File: src/ebev_pkg.sv
// Package with shared constants for the error and break event block
package ebev_pkg;
  // ==========================================================
  // Reset values
  localparam logic EBEV_FP_ERR_RST = 1'b0;
  localparam logic EBEV_BREAK_RST = 1'b0;
  localparam logic EBEV_INTERNAL_ERROR_OUT_RST = 1'b0;
  localparam logic [1:0] EBEV_SYNC_RST = 2'h0;
  // ==========================================================
  // Synchroniser depth
  localparam int EBEV_SYNC_STAGES = 2;
  // ==========================================================
  // Multiplexed output mode
  typedef enum logic {EBEV_MODE_FPERR, EBEV_MODE_BREAK} ebev_mode_t;
endpackage

File: src/ebev_sync_if.sv
// Interface carrying the synchronised ignore-numeric-fault level
`timescale 1ns/1ps
`default_nettype none
interface ebev_sync_if;
  logic async_level;
  logic sync_level;
  modport src (output async_level, input sync_level);
  modport dst (input async_level, output sync_level);
endinterface
`default_nettype wire

File: src/ebev_sync.sv
// Two-stage level synchroniser
`timescale 1ns/1ps
`default_nettype none
module ebev_sync (
  input wire logic i_core_clk,
  input wire logic i_resetn,
  ebev_sync_if.dst sync_bus
);
  logic [1:0] stage_reg;
  // ==========================================================
  // Synchroniser
  always_ff @(posedge i_core_clk or negedge i_resetn) begin
    if (!i_resetn) begin
      stage_reg <= ebev_pkg::EBEV_SYNC_RST;
    end else begin
      stage_reg <= {stage_reg[0], sync_bus.async_level}; // [RULE12]
    end
  end
  assign sync_bus.sync_level = stage_reg[1];
endmodule
`default_nettype wire

File: src/ebev_top.sv
// Error and break event signalling logic of the processor
// Function
// RULE1: Stop-clock off: assert multiplexed output on unmasked floating-point error.
// RULE2: Stop-clock on: multiplexed output signals a pending break event.
// RULE3: Break indication holds until stop-clock request deasserts.
// RULE4: Debug probe request during stop-clock counts as a break event.
// RULE5: Internal error asserts internal-error output, with shutdown request.
// RULE6: Internal-error output holds until reset, bus recovery or soft restart.
// RULE7: System may convert shutdown into an external error such as NMI.
// RULE8: Ignore-numeric-fault asserted: pending numeric error is ignored.
// RULE9: Ignore deasserted: non-control FP instruction faults on earlier error.
// RULE10: Native numeric-error mode bit makes the ignore input ineffective.
// RULE11: System holds ignore input valid by target-ready of the I/O write.
// RULE12: Ignore input synchronised by two flops; error outputs active low.
`timescale 1ns/1ps
`default_nettype none
module ebev_top (
  input wire logic i_core_clk,
  input wire logic i_resetn,
  input wire logic i_stop_clock_request_n,
  input wire logic i_debug_probe_request_n,
  input wire logic i_fp_error_unmasked,
  input wire logic i_break_event,
  input wire logic i_internal_error,
  input wire logic i_bus_recovery_in_n,
  input wire logic i_soft_restart_n,
  input wire logic i_ignore_numeric_fault_in_n,
  input wire logic i_native_numeric_error_mode,
  input wire logic i_fp_noncontrol_issue,
  output logic o_fp_error_break_event_out_n,
  output logic o_internal_error_out_n,
  output logic o_shutdown_req,
  output logic o_fp_exception,
  output logic o_fp_error_pending
);
  ebev_sync_if sync_bus ();
  logic fp_err_reg;
  logic break_reg;
  logic internal_error_out_reg;
  logic pend_reg;
  logic shut_reg;
  logic exc_reg;
  logic ign_sync;
  logic ignore_eff;
  logic stopclk;
  ebev_pkg::ebev_mode_t mode;

  // ==========================================================
  // Synchronise ignore input
  assign sync_bus.async_level = ~i_ignore_numeric_fault_in_n;
  ebev_sync u_sync (
    .i_core_clk(i_core_clk),
    .i_resetn(i_resetn),
    .sync_bus(sync_bus)
  );
  assign ign_sync = sync_bus.sync_level; // [RULE12]
  assign ignore_eff = ign_sync && !i_native_numeric_error_mode; // [RULE10]
  assign stopclk = ~i_stop_clock_request_n;
  assign mode = stopclk ? ebev_pkg::EBEV_MODE_BREAK : ebev_pkg::EBEV_MODE_FPERR;

  // ==========================================================
  // Floating-point error indication
  always_ff @(posedge i_core_clk or negedge i_resetn) begin
    if (!i_resetn) begin
      fp_err_reg <= ebev_pkg::EBEV_FP_ERR_RST;
    end else begin
      fp_err_reg <= i_fp_error_unmasked; // [RULE1]
    end
  end

  // ==========================================================
  // Pending break indication
  always_ff @(posedge i_core_clk or negedge i_resetn) begin
    if (!i_resetn) begin
      break_reg <= ebev_pkg::EBEV_BREAK_RST;
    end else if (!stopclk) begin
      break_reg <= 1'b0; // [RULE3]
    end else if (i_break_event || !i_debug_probe_request_n) begin
      break_reg <= 1'b1; // [RULE2] [RULE4]
    end
  end

  always_comb begin
    case (mode)
      ebev_pkg::EBEV_MODE_FPERR: o_fp_error_break_event_out_n = ~fp_err_reg; // [RULE1]
      ebev_pkg::EBEV_MODE_BREAK: o_fp_error_break_event_out_n = ~break_reg; // [RULE2]
      default: o_fp_error_break_event_out_n = 1'b1;
    endcase
  end

  // ==========================================================
  // Internal error and shutdown
  always_ff @(posedge i_core_clk or negedge i_resetn) begin
    if (!i_resetn) begin
      internal_error_out_reg <= ebev_pkg::EBEV_INTERNAL_ERROR_OUT_RST;
    end else if (i_internal_error) begin
      internal_error_out_reg <= 1'b1; // [RULE5]
    end else if (!i_bus_recovery_in_n || !i_soft_restart_n) begin
      internal_error_out_reg <= 1'b0; // [RULE6]
    end
  end

  always_ff @(posedge i_core_clk or negedge i_resetn) begin
    if (!i_resetn) begin
      shut_reg <= 1'b0;
    end else begin
      shut_reg <= i_internal_error && !internal_error_out_reg; // [RULE5]
    end
  end
  assign o_internal_error_out_n = ~internal_error_out_reg; // [RULE12]
  assign o_shutdown_req = shut_reg;

  // ==========================================================
  // Numeric error pending and exception
  always_ff @(posedge i_core_clk or negedge i_resetn) begin
    if (!i_resetn) begin
      pend_reg <= 1'b0;
    end else if (i_fp_error_unmasked) begin
      pend_reg <= 1'b1;
    end else if (i_fp_noncontrol_issue && !ignore_eff) begin
      pend_reg <= 1'b0; // [RULE9]
    end
  end

  always_ff @(posedge i_core_clk or negedge i_resetn) begin
    if (!i_resetn) begin
      exc_reg <= 1'b0;
    end else begin
      exc_reg <= i_fp_noncontrol_issue && pend_reg && !ignore_eff; // [RULE8] [RULE9]
    end
  end
  assign o_fp_exception = exc_reg;
  assign o_fp_error_pending = pend_reg;
endmodule
`default_nettype wire

File: config.mk
export PLATFORM = sky130hd
export DESIGN_NAME = ebev_top
export DESIGN_NICKNAME = d
export VERILOG_FILES = /design/src/ebev_pkg.sv /design/src/ebev_sync_if.sv /design/src/ebev_sync.sv /design/src/ebev_top.sv
export SDC_FILE = /design/constraint.sdc
export NUM_CORES = 1
export LEC_CHECK = 0
export ABC_CLOCK_PERIOD_IN_PS = 1400
export BUFFER_PORTS_ARGS = -buffer_cell sky130_fd_sc_hd__buf_4
export CAP_MARGIN = 40
export CORE_AREA = 3 3 40 42
export DETAILED_ROUTE_END_ITERATION = 7
export DIE_AREA = 0 0 43 45
export HOLD_SLACK_MARGIN = 0.06
export PLACE_DENSITY = 0.42
export SYNTH_ARGS = -nofsm -noshare
export SYNTH_HDL_FRONTEND = slang
export SYNTH_SLANG_ARGS = --single-unit
File: constraint.sdc
create_clock -name i_core_clk -period 1.4 [get_ports i_core_clk]
set_clock_uncertainty 0.1 [all_clocks]
set_input_delay 0.21 -clock i_core_clk [delete_from_list [all_inputs] [get_ports i_core_clk]]
set_output_delay 0.21 -clock i_core_clk [all_outputs]
set_load 0.03 [all_outputs]
==> impl_results.md <==
- Outcome: finished, final reports clean
- Area of the multi-input gates: 66.31 um^2
- Io pins: 17
- Top Family by Delay on Critical Path: flip-flops
- Hold EP: break_reg
- RSZ-0062 raised after global routing: false
- CP startpoint kind: flop
- Worst reg2reg path depth: 2
- Setup crit start: break_reg
- Die Ht: ~45 um
- Final hold violations: 0
- Area leader, netlist: dfrtp_1
- Most frequent cell after synthesis: dfrtp_1
- Largest net degree at the start of global routing: 9
- Global-route wire length before repair: 1007 um
- CTS Buffer Depth: 2
- Detailed Routing Iterations Pass 1: 2
- Core Util, Final: 38.07%
- Fin nets: 58
- # fillers: about 130
- Largest cells by area after synthesis: dfrtp_1 72%, nor2b_1 4.5%, inv_1 4.1%, a311o_1 3.6%, mux2i_1 3.6%
- Met3 GRT Util: 2.390%
- Routed Antenna Nets: 0
- Area Overhead vs Synth: 76.13%
- Die area: 1935 um^2
- Met1 GRT Util: 7.214%
- Vias: ~240
- Max Fclk: 801.9 MHz
- Vias in the first global route: 269
- Cell area power density: 1063 nW/um^2
- H-tree depth: 1
- Initial core utilization: 21.62%
- Post-DP HPWL: ~470 um
- Antenna cells: 0
- Post-CTS Resized: 0
- Hold WC Path Type: primary input to flop
- Initial drt markers: 4
- Register Area: 200.2 um^2
- GR Util met2: about 12%
- Critical path type: flop to output port
- Register bit total from synthesis: 8
- CP required: 1.09 ns
- Synth Instances: 20
- Max capacitance violation total: 0
- Clock latency on the worst-skew pair: 0.25 ns
- Number of distinct library cells after synthesis: 10
- Flop2flop setup slack: 0.34 ns
- Max reg flops: 2
- Grt peak-use layer: met2
- Initial antenna violation count: 0
- Number of buffers and inverters on the critical path: 1
- Post-synthesis net count: 32
- I/O Buffers: 16
- Post-synth EDFFs: 0
- Gpl congestion: between 0.7 and 0.8
- Worst r2r src: o_fp_error_pending
- Critical path capture point type: output port
- CTS buffer count: 3
- Max Slew Vio Count: 0
- Worst-path fanout max: 2
- Crit-path cells: mux2i_1 -> buf_4
- Yosys warning total: 0
- Hold-critical path depth: 3
- Min-delay src: i_break_event
- Post-DP Area: 416.7 um^2
- Data arrival, critical path: 0.94 ns
- Min Tclk post-route: 1.247 ns
- Grt ovf: 0
- TNS Setup: 0 ns
- Die width: ~43 um
- Vias/cell: 4.085
- Worst-path cell with the longest stage delay: dfrtp_1
- Clock Tree Root: clkbuf_4
- Area of the mapped netlist: 277.8 um^2
- Top FF cell, synth: dfrtp_1
- Final instance area: slightly below 500 um^2
- Final period util: approximately nine tenths
- Hold-fix buffers at CTS: 5
- P_leak: 0.2479 nW
- GRT Overall Usage: 7.407%
- Core area: 1285 um^2
- Power, Total: 519.8 uW
- # setup viols final: 0
- Post-synth top cells: 8 x dfrtp_1, 3 x inv_1, 2 x nor2b_1
- CTS tree: built
- Setup Buffers After CTS: 0
- R2r endpoint: o_fp_error_pending
- Slew @ Worst Pin: 0.1697 ns
- Num Clock Sinks: 8
- Asr flop ratio synth: 100.0%
- DRC: 0
- Slew headroom: 88.66%
- Share of the synthesized area in the top cell type: around 72%
- Clock slew at reported path FFs: 0.05 ns
- Share of cells above drive strength 1: 47.73%
- VDD IR-drop max: between 0.3 and 0.4 mV
- Total Wirelength: between 600 and 700 um
- Syn_area_per_cell: 13.89 um^2
- Drt wl/cell: 10.61 um
- Row Count: 13
- Seq/Total Area, Yosys: between 70 and 80%
- Delay of the slowest critical-path stage: 0.37 ns
## metrics by stage
step                worst slack [ns]  std cells  hold WS (ns)
finish                        0.1530         59       0.09291
detailed placement            0.3397         51      -0.06600
global placement              0.3728         51      -0.06868
global route                  0.1008         59       0.09970
CTS                           0.1346         59       0.08164
floorplan                     0.2232         20       -0.1856
## cell families after synthesis
family	count (synthesis)	synth area share [%]
DFF	8	72.07
buffers and inverters	3	4.054
and+or+nand+nor	6	13.51
muxes	1	3.604
AOI/OAI and AO/OA	2	6.757
## worst register-to-register path, stage by stage (launching register included)
cell and delay, ns:
dfrtp_1 0.39, nor2b_1 0.14, a311o_1 0.31
## worst max-delay path by stage
stage | slack, ns | to | cells after the start
finish | 0.15 | o_fp_error_break_event_out_n | 2
global route | 0.10 | o_fp_error_break_event_out_n | 2
CTS | 0.13 | o_fp_error_break_event_out_n | 2
detailed placement | 0.34 | o_fp_error_pending | 2
global placement | 0.37 | o_fp_error_pending | 2
floorplan | 0.22 | o_fp_error_pending | 2
## layer usage
metal,share of wire (%),vias to the layer above
met5,0,-
met4,0,0
met3,10,0
met2,54,13
met1,36,114
li1,-,114
## report_power, final
part | switching (mW) | internal (mW) | leakage (nW)
registers | 0.00677 | 0.246 | 0.0944
clock network | 0.0758 | 0.0979 | 0.0138
logic | 0.0421 | 0.0517 | 0.140
total | 0.125 | 0.395 | 0.248
## area by class of cell
class                           instances  area share, %
Tap cell                               15          3.836
Timing Repair Buffer                   21          34.78
Inverter                                3          2.302
Clock buffer                            3          4.604
Sequential cell                         8          40.92
Multi-Input combinational cell          9          13.55
## cell usage in the layout (no fill, tap or decap)
master	count
a311o_1	1
mux2i_1	1
nor3b_1	1
inv_1	3
dfrtp_1	8
clkbuf_4	3
dlygate4sd3_1	5
buf_4	16
nor2_1	1
nor2b_1	2
nand2b_1	1
and3_2	1
a31o_2	1
(Power assumes the default switching activity.)
